==> src/rtl/iccp_pkg.sv <==
/*
 Shared constants for the isolator channel command parser: command codes,
 response kinds, argument limits, calibration result codes and timing.
 Assumes a host front end that has already parsed program message text
 into decoded command words.
*/
package iccp_pkg;
   // Decoded command codes presented on the command port.
   localparam logic [3:0] CMD_CAL_QUERY = 4'h1;
   localparam logic [3:0] CMD_SETTINGS_QUERY = 4'h2;
   localparam logic [3:0] CMD_CALSTATE_QUERY = 4'h3;
   localparam logic [3:0] CMD_COUPLING_SET = 4'h4;
   localparam logic [3:0] CMD_COUPLING_QUERY = 4'h5;
   localparam logic [3:0] CMD_GAIN_SET = 4'h6;
   localparam logic [3:0] CMD_GAIN_QUERY = 4'h7;
   localparam logic [3:0] CMD_OFFSET_SET = 4'h8;
   localparam logic [3:0] CMD_OFFSET_QUERY = 4'h9;
   localparam logic [3:0] CMD_RANGE_SET = 4'ha;
   localparam logic [3:0] CMD_RANGE_QUERY = 4'hb;
   // Response kind tags that say which header the answer carries.
   localparam logic [2:0] RSP_CAL = 3'h1;
   localparam logic [2:0] RSP_SETTINGS = 3'h2;
   localparam logic [2:0] RSP_CALSTATE = 3'h3;
   localparam logic [2:0] RSP_COUPLING = 3'h4;
   localparam logic [2:0] RSP_GAIN = 3'h5;
   localparam logic [2:0] RSP_OFFSET = 3'h6;
   localparam logic [2:0] RSP_RANGE = 3'h7;
   // Coupling encodings: AC is numeric zero, DC numeric one.
   localparam logic COUPLING_AC = 1'b0;
   localparam logic COUPLING_DC = 1'b1;
   // Gain and offset argument limits, inclusive.
   localparam logic [7:0] ARG_MIN = 8'h37;
   localparam logic [7:0] ARG_MAX = 8'hff;
   // Range held in millivolts per division: 100 mV up to 200 V.
   localparam logic [17:0] RANGE_MIN_MV = 18'h00064;
   localparam logic [17:0] RANGE_MAX_MV = 18'h30d40;
   // Calibration result codes built as channel*100 (+10 for gain).
   localparam logic [8:0] CAL_OK = 9'h000;
   localparam logic [8:0] CAL_STEP_CH = 9'h064;
   localparam logic [8:0] CAL_GAIN_ADD = 9'h00a;
   // Reset values of the per-channel settings.
   localparam logic [7:0] GAIN_RESET = 8'h80;
   localparam logic [7:0] OFFSET_RESET = 8'h80;
   localparam logic [17:0] RANGE_RESET_MV = 18'h003e8;
   // Self-calibration step time per channel, and its cycle count.
   localparam int CAL_STEP_NS = 1000;
   localparam int CLK_PERIOD_NS = 50;
   localparam int CAL_STEP_CYC = (CAL_STEP_NS + CLK_PERIOD_NS - 1)
      / CLK_PERIOD_NS;
endpackage

==> src/rtl/iccp_parser.sv <==
/*
 Channel control and self-calibration command interpreter. Takes decoded
 commands one at a time on a valid/ready port and answers queries on a
 one-cycle response strobe. Assumes one clock, an upstream text parser,
 and per-channel pass/fail flags from the analog calibration hardware,
 which arrive asynchronously and are synchronised here.
*/
`timescale 1ns/1ns
`default_nettype none
module iccp_parser #(
   parameter int NUM_CH = 4
) (
   // Clock, reset and clock enable.
   input wire logic core_clk,
   input wire logic resetn,
   input wire logic clk_en,
   // Command port.
   input wire logic cmd_valid,
   input wire logic [3:0] cmd_code,
   input wire logic [2:0] cmd_chan,
   input wire logic [17:0] cmd_arg,
   output logic cmd_ready,
   // Calibration hardware flags, asynchronous, one bit per channel.
   input wire logic [3:0] cal_offset_fail,
   input wire logic [3:0] cal_gain_fail,
   // Response port.
   output logic rsp_valid,
   output logic [2:0] rsp_kind,
   output logic [2:0] rsp_chan,
   output logic [8:0] rsp_code,
   output logic rsp_coupling,
   output logic [7:0] rsp_gain,
   output logic [7:0] rsp_offset,
   output logic [17:0] rsp_range_mv,
   // Error strobe and calibration activity.
   output logic exec_error,
   output logic cal_busy
);
   // The flag ports are four bits wide; more channels cannot be served.
   // This is refused while the design is elaborated, not while it runs.
   if (NUM_CH < 1 || NUM_CH > 4) begin : gen_bad_num_ch
      $error("NUM_CH must be 1 to 4");
   end

   // Sequencer states.
   typedef enum logic [1:0] {
      ICCP_IDLE = 2'b01,
      ICCP_CAL = 2'b10
   } iccp_state_t;

   // Settings stores, one entry per channel.
   logic coupling_q [NUM_CH];
   logic [7:0] gain_q [NUM_CH];
   logic [7:0] offset_q [NUM_CH];
   logic [17:0] range_q [NUM_CH];
   logic [NUM_CH-1:0] calibrated_q;
   iccp_state_t state_q;
   // Step counter and channel under calibration.
   logic [7:0] step_cnt_q;
   logic [2:0] cal_ch_q;
   logic [8:0] cal_result_q;
   // Two-stage synchronisers for the failure flags.
   logic [3:0] ofs_meta_q, ofs_sync_q, gn_meta_q, gn_sync_q;

   // Checks that a channel index lies within 1..NUM_CH.
   function automatic logic chan_ok(input logic [2:0] ch);
      chan_ok = (ch != 3'h0) && (32'(ch) <= NUM_CH);
   endfunction

   // Zero-based slot of a channel index, only valid after chan_ok.
   function automatic logic [1:0] slot(input logic [2:0] ch);
      slot = 2'(ch - 3'h1);
   endfunction

   logic take;
   logic idx_ok;
   logic arg8_ok;
   logic rng_ok;
   logic [1:0] sl;
   assign take = clk_en && cmd_valid && state_q == ICCP_IDLE;
   assign idx_ok = chan_ok(cmd_chan);
   assign arg8_ok = cmd_arg >= 18'(iccp_pkg::ARG_MIN)
      && cmd_arg <= 18'(iccp_pkg::ARG_MAX);
   assign rng_ok = cmd_arg >= iccp_pkg::RANGE_MIN_MV
      && cmd_arg <= iccp_pkg::RANGE_MAX_MV;
   assign sl = slot(cmd_chan);

   // Flag synchronisers; the first stage feeds only the second.
   always_ff @(posedge core_clk or negedge resetn) begin
      if (!resetn) begin
         ofs_meta_q <= 4'h0;
         ofs_sync_q <= 4'h0;
         gn_meta_q <= 4'h0;
         gn_sync_q <= 4'h0;
      end else if (clk_en) begin
         ofs_meta_q <= cal_offset_fail;
         ofs_sync_q <= ofs_meta_q;
         gn_meta_q <= cal_gain_fail;
         gn_sync_q <= gn_meta_q;
      end
   end

   // Ready only while idle; one command at a time keeps arrival order.
   // Only a command actually taken drops ready. A command that is
   // offered while ready is low must not hold ready low, or a host that
   // waits with valid raised during calibration would never be served.
   always_ff @(posedge core_clk or negedge resetn) begin
      if (!resetn) begin
         cmd_ready <= 1'b0;
      end else if (clk_en) begin
         cmd_ready <= !(take && cmd_ready) && state_q == ICCP_IDLE;
      end
   end

   // Settings writes; rejected commands leave stores unchanged.
   always_ff @(posedge core_clk or negedge resetn) begin
      if (!resetn) begin
         for (int i = 0; i < NUM_CH; i++) begin
            coupling_q[i] <= iccp_pkg::COUPLING_DC;
            gain_q[i] <= iccp_pkg::GAIN_RESET;
            offset_q[i] <= iccp_pkg::OFFSET_RESET;
            range_q[i] <= iccp_pkg::RANGE_RESET_MV;
         end
      end else if (take && cmd_ready && idx_ok) begin
         case (cmd_code)
            iccp_pkg::CMD_COUPLING_SET: begin
               // Only numeric 0 (AC) and 1 (DC) are meaningful.
               if (cmd_arg <= 18'h00001) begin
                  coupling_q[sl] <= cmd_arg[0];
               end
            end
            iccp_pkg::CMD_GAIN_SET: begin
               if (arg8_ok) begin
                  gain_q[sl] <= cmd_arg[7:0];
               end
            end
            iccp_pkg::CMD_OFFSET_SET: begin
               if (arg8_ok) begin
                  offset_q[sl] <= cmd_arg[7:0];
               end
            end
            iccp_pkg::CMD_RANGE_SET: begin
               if (rng_ok) begin
                  range_q[sl] <= cmd_arg;
               end
            end
            default: begin
            end
         endcase
      end
   end

   // Error strobe for bad channel or out-of-span arguments.
   always_ff @(posedge core_clk or negedge resetn) begin
      if (!resetn) begin
         exec_error <= 1'b0;
      end else if (clk_en) begin
         exec_error <= 1'b0;
         if (take && cmd_ready && cmd_code != iccp_pkg::CMD_CAL_QUERY) begin
            case (cmd_code)
               iccp_pkg::CMD_COUPLING_SET:
                  exec_error <= !idx_ok || cmd_arg > 18'h00001;
               iccp_pkg::CMD_GAIN_SET, iccp_pkg::CMD_OFFSET_SET:
                  exec_error <= !idx_ok || !arg8_ok;
               iccp_pkg::CMD_RANGE_SET:
                  exec_error <= !idx_ok || !rng_ok;
               default:
                  exec_error <= !idx_ok;
            endcase
         end
      end
   end

   // Self-calibration sequencer: one timed step per channel, first
   // failure found is kept, since the answer is a single integer.
   always_ff @(posedge core_clk or negedge resetn) begin
      if (!resetn) begin
         state_q <= ICCP_IDLE;
         step_cnt_q <= 8'h00;
         cal_ch_q <= 3'h0;
         cal_result_q <= iccp_pkg::CAL_OK;
         calibrated_q <= '0;
      end else if (clk_en) begin
         case (state_q)
            ICCP_IDLE: begin
               if (take && cmd_ready
                   && cmd_code == iccp_pkg::CMD_CAL_QUERY) begin
                  state_q <= ICCP_CAL;
                  step_cnt_q <= 8'(iccp_pkg::CAL_STEP_CYC - 1);
                  cal_ch_q <= 3'h1;
                  cal_result_q <= iccp_pkg::CAL_OK;
                  calibrated_q <= '0;
               end
            end
            ICCP_CAL: begin
               if (step_cnt_q != 8'h00) begin
                  step_cnt_q <= step_cnt_q - 8'h01;
               end else begin
                  if (cal_result_q == iccp_pkg::CAL_OK) begin
                     if (ofs_sync_q[slot(cal_ch_q)]) begin
                        cal_result_q <= 9'(cal_ch_q
                           * iccp_pkg::CAL_STEP_CH);
                     end else if (gn_sync_q[slot(cal_ch_q)]) begin
                        cal_result_q <= 9'(cal_ch_q * iccp_pkg::CAL_STEP_CH
                           + iccp_pkg::CAL_GAIN_ADD);
                     end
                  end
                  if (!ofs_sync_q[slot(cal_ch_q)]
                      && !gn_sync_q[slot(cal_ch_q)]) begin
                     calibrated_q[slot(cal_ch_q)] <= 1'b1;
                  end
                  if (32'(cal_ch_q) == NUM_CH) begin
                     state_q <= ICCP_IDLE;
                  end else begin
                     cal_ch_q <= cal_ch_q + 3'h1;
                     step_cnt_q <= 8'(iccp_pkg::CAL_STEP_CYC - 1);
                  end
               end
            end
            default: begin
               state_q <= ICCP_IDLE;
            end
         endcase
      end
   end

   // Busy flag mirrors the calibration state for outside logic.
   always_ff @(posedge core_clk or negedge resetn) begin
      if (!resetn) begin
         cal_busy <= 1'b0;
      end else if (clk_en) begin
         cal_busy <= (state_q == ICCP_CAL);
      end
   end

   logic cal_done;
   assign cal_done = state_q == ICCP_CAL && step_cnt_q == 8'h00
      && 32'(cal_ch_q) == NUM_CH;

   // Response formation; the final calibration step answers *CAL? with
   // the already-decided code or this last channel's outcome.
   always_ff @(posedge core_clk or negedge resetn) begin
      if (!resetn) begin
         rsp_valid <= 1'b0;
         rsp_kind <= 3'h0;
         rsp_chan <= 3'h0;
         rsp_code <= iccp_pkg::CAL_OK;
         rsp_coupling <= iccp_pkg::COUPLING_DC;
         rsp_gain <= 8'h00;
         rsp_offset <= 8'h00;
         rsp_range_mv <= 18'h00000;
      end else if (clk_en) begin
         rsp_valid <= 1'b0;
         if (cal_done) begin
            rsp_valid <= 1'b1;
            rsp_kind <= iccp_pkg::RSP_CAL;
            rsp_chan <= 3'h0;
            if (cal_result_q != iccp_pkg::CAL_OK) begin
               rsp_code <= cal_result_q;
            end else if (ofs_sync_q[slot(cal_ch_q)]) begin
               rsp_code <= 9'(cal_ch_q * iccp_pkg::CAL_STEP_CH);
            end else if (gn_sync_q[slot(cal_ch_q)]) begin
               rsp_code <= 9'(cal_ch_q * iccp_pkg::CAL_STEP_CH
                  + iccp_pkg::CAL_GAIN_ADD);
            end else begin
               rsp_code <= iccp_pkg::CAL_OK;
            end
         end else if (take && cmd_ready && idx_ok) begin
            rsp_chan <= cmd_chan;
            rsp_coupling <= coupling_q[sl];
            rsp_gain <= gain_q[sl];
            rsp_offset <= offset_q[sl];
            rsp_range_mv <= range_q[sl];
            rsp_code <= {8'h00, calibrated_q[sl]};
            case (cmd_code)
               iccp_pkg::CMD_SETTINGS_QUERY: begin
                  rsp_valid <= 1'b1;
                  rsp_kind <= iccp_pkg::RSP_SETTINGS;
               end
               iccp_pkg::CMD_CALSTATE_QUERY: begin
                  rsp_valid <= 1'b1;
                  rsp_kind <= iccp_pkg::RSP_CALSTATE;
               end
               iccp_pkg::CMD_COUPLING_QUERY: begin
                  rsp_valid <= 1'b1;
                  rsp_kind <= iccp_pkg::RSP_COUPLING;
               end
               iccp_pkg::CMD_GAIN_QUERY: begin
                  rsp_valid <= 1'b1;
                  rsp_kind <= iccp_pkg::RSP_GAIN;
               end
               iccp_pkg::CMD_OFFSET_QUERY: begin
                  rsp_valid <= 1'b1;
                  rsp_kind <= iccp_pkg::RSP_OFFSET;
               end
               iccp_pkg::CMD_RANGE_QUERY: begin
                  rsp_valid <= 1'b1;
                  rsp_kind <= iccp_pkg::RSP_RANGE;
               end
               default: begin
               end
            endcase
         end
      end
   end

   // A calibration answer is only ever one of the nine legal codes.
   chk_cal_code_legal: assert property (@(posedge core_clk)
      disable iff (!resetn)
      rsp_valid && rsp_kind == iccp_pkg::RSP_CAL |->
      rsp_code inside {9'd0, 9'd100, 9'd110, 9'd200, 9'd210,
                       9'd300, 9'd310, 9'd400, 9'd410})
      else $error("illegal calibration code");

   // The calibration answer comes within the sequence time.
   chk_cal_answers: assert property (@(posedge core_clk)
      disable iff (!resetn)
      clk_en && take && cmd_ready && cmd_code == iccp_pkg::CMD_CAL_QUERY
      |-> ##[1:100] (rsp_valid && rsp_kind == iccp_pkg::RSP_CAL))
      else $error("calibration query unanswered");

   // A clean calibration with no flags answers zero.
   chk_cal_zero: assert property (@(posedge core_clk)
      disable iff (!resetn)
      rsp_valid && rsp_kind == iccp_pkg::RSP_CAL
      && $past(ofs_sync_q, 1) == 4'h0 && $past(gn_sync_q, 1) == 4'h0
      && cal_result_q == iccp_pkg::CAL_OK |-> rsp_code == 9'd0)
      else $error("clean calibration not zero");

   // A good gain write on channel one reads back next cycle.
   chk_gain_store: assert property (@(posedge core_clk)
      disable iff (!resetn)
      take && cmd_ready && cmd_code == iccp_pkg::CMD_GAIN_SET
      && cmd_chan == 3'h1 && arg8_ok |=> gain_q[0] == $past(cmd_arg[7:0]))
      else $error("gain not stored");

   // An offset write with bad argument raises the error strobe next cycle.
   chk_offset_reject: assert property (@(posedge core_clk)
      disable iff (!resetn)
      clk_en && take && cmd_ready && cmd_code == iccp_pkg::CMD_OFFSET_SET
      && !arg8_ok |=> exec_error)
      else $error("bad offset not flagged");

   // Range query answers lie within the legal range span.
   chk_range_read: assert property (@(posedge core_clk)
      disable iff (!resetn)
      rsp_valid && rsp_kind == iccp_pkg::RSP_RANGE |->
      rsp_range_mv >= iccp_pkg::RANGE_MIN_MV
      && rsp_range_mv <= iccp_pkg::RANGE_MAX_MV)
      else $error("range out of span");

   // Calibrated-state answer is one bit wide.
   chk_calstate_bit: assert property (@(posedge core_clk)
      disable iff (!resetn)
      rsp_valid && rsp_kind == iccp_pkg::RSP_CALSTATE |->
      rsp_code[8:1] == 8'h00)
      else $error("calibrated state not 0 or 1");

   // No command is taken while calibration runs.
   chk_order_hold: assert property (@(posedge core_clk)
      disable iff (!resetn)
      state_q == ICCP_CAL |-> !cmd_ready)
      else $error("ready during calibration");
endmodule
`default_nettype wire

==> config.mk <==
export PLATFORM = sky130hd
export DESIGN_NAME = iccp_parser
export DESIGN_NICKNAME = d
export VERILOG_FILES = /design/src/rtl/iccp_pkg.sv /design/src/rtl/iccp_parser.sv
export SDC_FILE = /design/constraint.sdc
export NUM_CORES = 1
export LEC_CHECK = 0
export BUFFER_PORTS_ARGS = -buffer_cell sky130_fd_sc_hd__buf_2
export CORE_MARGIN = 5
export CORE_UTILIZATION = 54
export CTS_CLUSTER_SIZE = 24
export DETAILED_ROUTE_END_ITERATION = 7
export HOLD_SLACK_MARGIN = 0.05
export PLACE_DENSITY = 0.76
export RECOVER_POWER = 25
export SLEW_MARGIN = 15
export SYNTH_ARGS = -nofsm -noshare
export SYNTH_HDL_FRONTEND = slang
export SYNTH_SLANG_ARGS = --single-unit
==> constraint.sdc <==
create_clock -name core_clk -period 2.75 [get_ports core_clk]
set_input_delay 0.275 -clock core_clk [delete_from_list [all_inputs] [get_ports core_clk]]
set_output_delay 0.275 -clock core_clk [all_outputs]
set_load 0.005 [all_outputs]
---- Word-level counts from Yosys, hierarchy flattened ----
Cells that the tools add are included.
word-level totals
  flip-flop bits (word level) ............. 236
  bits in latches ......................... 0
  bits in writable memories ............... 0
  memory bits (read-only) ................. 0
  input port bits ......................... 37
  output and inout bits ................... 54
  logic and storage cells ................. 193
  memories ................................ 0
operators by class
  add/sub/neg operators ................... 5
  multipliers ............................. 1
  divide/modulo/power cells ............... 0
  $lt $le $gt $ge ......................... 12
  eq/ne operators ......................... 23
  shift-type cells ........................ 0
  multiplexer cells ....................... 67
  bitwise operators ....................... 3
  reduce and logical (&&, ||, !) cells .... 46
operators with widths
  kind                                                                number
  two-way mux 9 bit                                                   10
  bitwise mux 72 bit                                                  1
  bitwise mux 32 bit                                                  2
  two-way mux 8 bit                                                   8
  two-way mux 18 bit                                                  3
  binary-select mux 18 bit (select 2 bit)                             1
  demux 18 bit (select 2 bit)                                         1
  binary-select mux 8 bit (select 2 bit)                              2
  two-way mux 3 bit                                                   7
  greater-or-equal comparator 18 x 6 -> 1 bit, second input constant  1
  greater-or-equal comparator 18 x 7 -> 1 bit, second input constant  1
  > comparator 18 x 1 -> 1 bit, second input constant                 1
  <= comparator 18 x 1 -> 1 bit, second input constant                1
  <= comparator 18 bit, second input constant                         1
  <= comparator 18 x 8 -> 1 bit, second input constant                1
  one-hot mux 3 bit (6 select lines)                                  1
  one-hot mux 9 bit (2 select lines)                                  1
  AND reduction 3 bit                                                 6
  demux 8 bit (select 2 bit)                                          1
  == test 4 x 3 -> 1 bit, second input constant                       4
  == test 4 bit, second input constant                                4
  one-hot mux 8 bit (2 select lines)                                  1
  logical AND 1 bit                                                   15
  two-way mux 4 bit                                                   3
  46 further kinds                                                    80

---- Longest topological paths before layout ----
  depth in word-level cells ............... 9
  mapped depth ............................ 11
  mapped depth without buffers ............ 9

---- Worst setup path before layout ----
Ideal clock, no wire load.
  kind .................................... in2reg
  start point ............................. in cmd_chan[0]
  end point ............................... reg gain_q[6] in the netlist's numbering
  setup time .............................. 0.128 ns
  arrival ................................. 3.002 ns
  data required time ...................... 2.622 ns
  path slack .............................. -0.379 ns
  stages .................................. 9
  buffers on the path ..................... 2
  cell sequence ........................... clkbuf_1 -> buf_1 -> inv_1 -> ha_1 -> xnor2_1 -> nand3_1 -> nor4_2 -> nand2_1 -> mux2_1
on the way
  longest elaborated chain between the ends .. 7
  elaborated cells on any way between the ends .. 13
  those cells by class .................... add/sub (1); order compare (3); mux (3); bitwise (1); reduce/logical (5)
ends and longest elaborated chain
  element                                                                                                                RTL line            source
  start: declaration                                                                                                     iccp_parser.sv:20   input wire logic [2:0] cmd_chan,
  subtractor 2 x 1 -> 2 bit                                                                                              iccp_parser.sv:72   slot = 2'(ch - 3'h1);
  NOT 2 -> 3 bit (implied by the code)                                                                                   iccp_parser.sv:134  gain_q[sl] <= cmd_arg[7:0];
  greater-or-equal comparator 3 bit (implied by the code) / less-than comparator 3 x 1 -> 1 bit (equally long branches)  iccp_parser.sv:134
  logical AND 1 bit (implied by the code)                                                                                iccp_parser.sv:134
  two-way mux 8 bit (implied by the code)                                                                                iccp_parser.sv:134
  demux 8 bit (select 2 bit)                                                                                             iccp_parser.sv:134
  bitwise mux 32 bit                                                                                                     iccp_parser.sv:134
  end signal: indexed assignment                                                                                         iccp_parser.sv:120  gain_q[i] <= iccp_pkg::GAIN_RESET;
  end signal: indexed assignment                                                                                         iccp_parser.sv:134
  end: declaration                                                                                                       iccp_parser.sv:53   logic [7:0] gain_q [NUM_CH];
Several ways; a longest one is shown, not always the timed one.
A chain may end at the register's enable or synchronous reset.

---- Worst setup path after layout ----
  start point ............................. in cmd_arg[15]
  end point ............................... reg offset_q[2] in the netlist's numbering
on the way
  longest elaborated chain between the ends .. 3
  elaborated cells on any way between the ends .. 4
  those cells by class .................... order compare (2); reduce/logical (2)
ends and longest elaborated chain
  element                                                                                              RTL line                              source
  start: declaration                                                                                   iccp_parser.sv:21                     input wire logic [17:0] cmd_arg,
  greater-or-equal comparator 18 x 6 -> 1 bit / <= comparator 18 x 8 -> 1 bit (equally long branches)  iccp_parser.sv:82, iccp_parser.sv:83
  logical AND 1 bit *                                                                                  iccp_parser.sv:83                     && cmd_arg <= 18'(iccp_pkg::ARG_MAX);
  AND reduction 3 bit (no line) *                                                                      -
  end signal: indexed assignment                                                                       iccp_parser.sv:121                    offset_q[i] <= iccp_pkg::OFFSET_RESET;
  end signal: indexed assignment                                                                       iccp_parser.sv:139                    offset_q[sl] <= cmd_arg[7:0];
  end: declaration                                                                                     iccp_parser.sv:54                     logic [7:0] offset_q [NUM_CH];
Every way passes the cells marked *; elsewhere a longest branch is shown, timed or not.

==> out/results.ini <==
[synthesis]
async_reset_ff_share_pct=100
postSynthCellCount=830
synth_compound_area_share_pct=4.24
avgSynthCellArea_um2=13.1
yosys.area_share.xor_xnor_pct=0.643
synth_top_family_by_area=multiplexers
ys_seq_area_share_pct=54.4
syn_area_um2=10900
synth_edf_count=0
syn-num-nets=883
synth_ff_type=dfrtp_1
synthSimpleGateAreaFrac_pct=10.8
yosysWarnings=0
synth.mux.area_fraction_pct=25.8
ys_types=56
yosys_register_bits=235
synthAdderAreaFrac_pct=1.84

[clock_network]
clockBufferDepth=3
cts_tree=built
clkTransAtPathRegs_ps=60
cts_sinks=235
cts_htree_levels=1
cts_made_buffers=24
root_buffer=clkbuf_16
insertion_delay_ps=530

[cells_and_area]
instances_no_fill=1231
area_growth_pct=17.4
diodes=0
drive_gt1_share_pct=41.7
nNetsFinal=996
fill_cells=1511
seq_area_um2=5930
multi_input_area_um2=4730

[power_and_ir_drop]
leakagePower_nw=6.36
vdd_drop_max_mv=0.428
power.density_nw_per_um2=694

[sta]
fin_crit_sh_pct=98.2
relSlewSlack_pct=3.21
fin_ws_ps=50.3
fin_skew_ps=22.8
fmax_mhz=370
hold_viol=0
drv_slew=0
rsz0062_at_grt=true
tightest_slew_ps=1450
fin_crit_ps=2700
setup_viol=0

[placement]
portBuffers=90
place_ws_ps=9.98
dpl.cell_count=1174
gp_congestion=0.804
dpl.hpwl_mm=15.9

[hold_path]
min_from=cmd_arg[14]
hp-class=input pin to flop

[routing]
drc=0
wl_per_cell_um=19.6
ant_nets=0
viasPerCell=5.71
drt_iter0_markers=499
first_pass_iters=5
vias=7028
routed_wl_mm=24.2

[floorplan]
initial_core_util_pct=54.4
row_count=52
io_pins=91
die_w_um=152
die_area_um2=23100
die_h_um=152
core_region_area_um2=20000

[critical_path]
reg2reg_from=state_q[0]$_DFFE_PN1P_
critPathArrivalTime_ps=3110
end_kind=flop
worstPathMaxFanout=8
worstSetupStartpointType=input pin
critPathKind=input pin to flop
startpoint=cmd_arg[15]
cp.required_ps=3160

[grt]
grt_pass1_vias=7478
grt_max_degree=70
grt_overflow=0
grt_pass1_wl_mm=40.8
grt_usage_pct=21.3
antenna_found_initial=0

[outcome]
run_status=complete, no violations

[job]
cap_violations=0

==> cell type report <==
| class | instances | share of cell area (%) |
|---|---|---|
| sequential | 235 | 46.4 |
| multi-input combinational | 537 | 36.9 |
| timing repair buffer | 130 | 6.28 |
| clock inverter | 9 | 1.61 |
| clock buffer | 35 | 5.72 |
| tap | 270 | 2.64 |
| inverter | 15 | 0.440 |
==> cells by family (layout without fill, tap and decap cells) <==
family	count (synthesis)	in the layout
compound gates	73	73
xor+xnor	8	8
fa+ha+maj	16	16
buf+inv	58	189
flops	235	235
mux	199	199
simple gates	241	241
==> placed cells by master (no fill, tap or decap), types with 5 or more instances in the layout <==
master           n
nand4_1          6
dfstp_2         38
mux2_4          40
dfrtp_1        197
nor2_1          24
nand3_1         15
dlygate4sd3_1   13
nand2_1        136
clkbuf_16       24
mux4_2          38
nor4_1           7
inv_1           15
ha_1            16
and3_1           6
o21ai_0         17
nor3_1          10
buf_2           87
buf_4           23
clkbuf_8         9
mux2_2         115
nand2b_1         5
bufinv_16        6
a21oi_1         29
==> sequential cells by signal, summed over array words and instances (netlist names), 2 cells and up <==
register / flops
range_q: 72
gain_q: 32
offset_q: 32
rsp_range_mv: 18
rsp_code: 9
cal_result_q: 8
rsp_gain: 8
rsp_offset: 8
step_cnt_q: 8
calibrated_q: 4
coupling_q: 4
gn_meta_q: 4
gn_sync_q: 4
ofs_meta_q: 4
ofs_sync_q: 4
cal_ch_q: 3
rsp_chan: 3
rsp_kind: 3
state_q: 2
==> metal layers <==
| metal | up-vias | part of all wire, % | wire length, um | global-route usage [%] |
|---|---|---|---|---|
| met3 | 27 | 5.7 | 1390 | 3.75 |
| met4 | 0 | 1.3 | 321 | 4.28 |
| met2 | 201 | 48 | 11600 | 34.5 |
| met5 | - | 0 | 0 | 0 |
| met1 | 3594 | 45 | 10800 | 30.8 |
| li1 | 3206 | - | - | - |
==> critical path: stages <==
cell	delay, ps
dlygate4sd3_1	520
buf_2	150
nor4_1	360
buf_4	190
nand4_1	150
buf_4	200
nor4_2	450
nand2_1	400
mux2_2	400
==> worst paths after layout <==
kind	cells past startpoint	slack, ps	to
worst max-delay path	9	50	offset_q[2]$_DFFE_PN0P_
worst min-delay path	2	80	range_q[14]$_DFFE_PN0P_
worst max register to register	6	110	offset_q[2]$_DFFE_PN0P_
worst min register to register	2	450	rsp_coupling$_DFFE_PN1P_
max in group asynchronous	3	460	offset_q[25]$_DFFE_PN0P_
min in group asynchronous	2	660	rsp_code[5]$_DFFE_PN0P_
==> power by group <==
group | internal (W) | total, W | switching [W]
Combinational | 0.000541 | 0.00130 | 0.000761
Sequential | 0.00366 | 0.00381 | 0.000144
Clock | 0.00241 | 0.00377 | 0.00136
==> cell usage after synthesis, drive strengths merged, types with 3 or more instances <==
| cell | number | area [um2] |
|---|---|---|
| inv | 15 | 56.3 |
| o21ai | 18 | 90.1 |
| nand2b | 5 | 31.3 |
| xor2 | 4 | 35.0 |
| or4 | 3 | 22.5 |
| and4 | 3 | 26.3 |
| dfrtp | 197 | 4930 |
| dfstp | 38 | 998 |
| nor4 | 9 | 68.8 |
| or3b | 3 | 26.3 |
| buf | 8 | 61.3 |
| nand2 | 137 | 514 |
| nand3 | 19 | 145 |
| nor3b | 3 | 22.5 |
| nand4 | 6 | 37.5 |
| nor3 | 10 | 50.1 |
| and3 | 6 | 37.5 |
| a21oi | 29 | 145 |
| clkbuf | 35 | 131 |
| nor2 | 25 | 93.8 |
| mux4 | 38 | 856 |
| a22o | 3 | 26.3 |
| a31oi | 4 | 25.0 |
| o21a | 3 | 22.5 |
| or3 | 4 | 30.0 |
| ha | 16 | 200 |
| o31ai | 3 | 22.5 |
| mux2 | 158 | 1930 |
| xnor2 | 4 | 35.0 |
| mux2i | 3 | 30.0 |
==> per-stage QoR <==
stage,power [W],hold slack [ps],area [um2],TNS [ps],util [%]
4_1_cts,0.00896,56.8,12800,0,63.9
6_report,0.00888,79.4,12800,0,63.8
3_3_place_gp,0.00511,227,11700,0,58.6
3_5_place_dp,0.00515,232,11700,0,58.6
2_1_floorplan,0.00465,-20.6,10900,0,-
5_1_grt,0.00928,77.1,12800,-1510,63.8
==> timing repair <==
action | CTS | global route
buffers inserted | 0 | 0
endpoints found under the hold margin | 67 | 0
setup endpoints to repair | 0 | 24
hold buffers | 13 | 0
resized for setup | 0 | 1
Power figures use the tool's default switching activity.
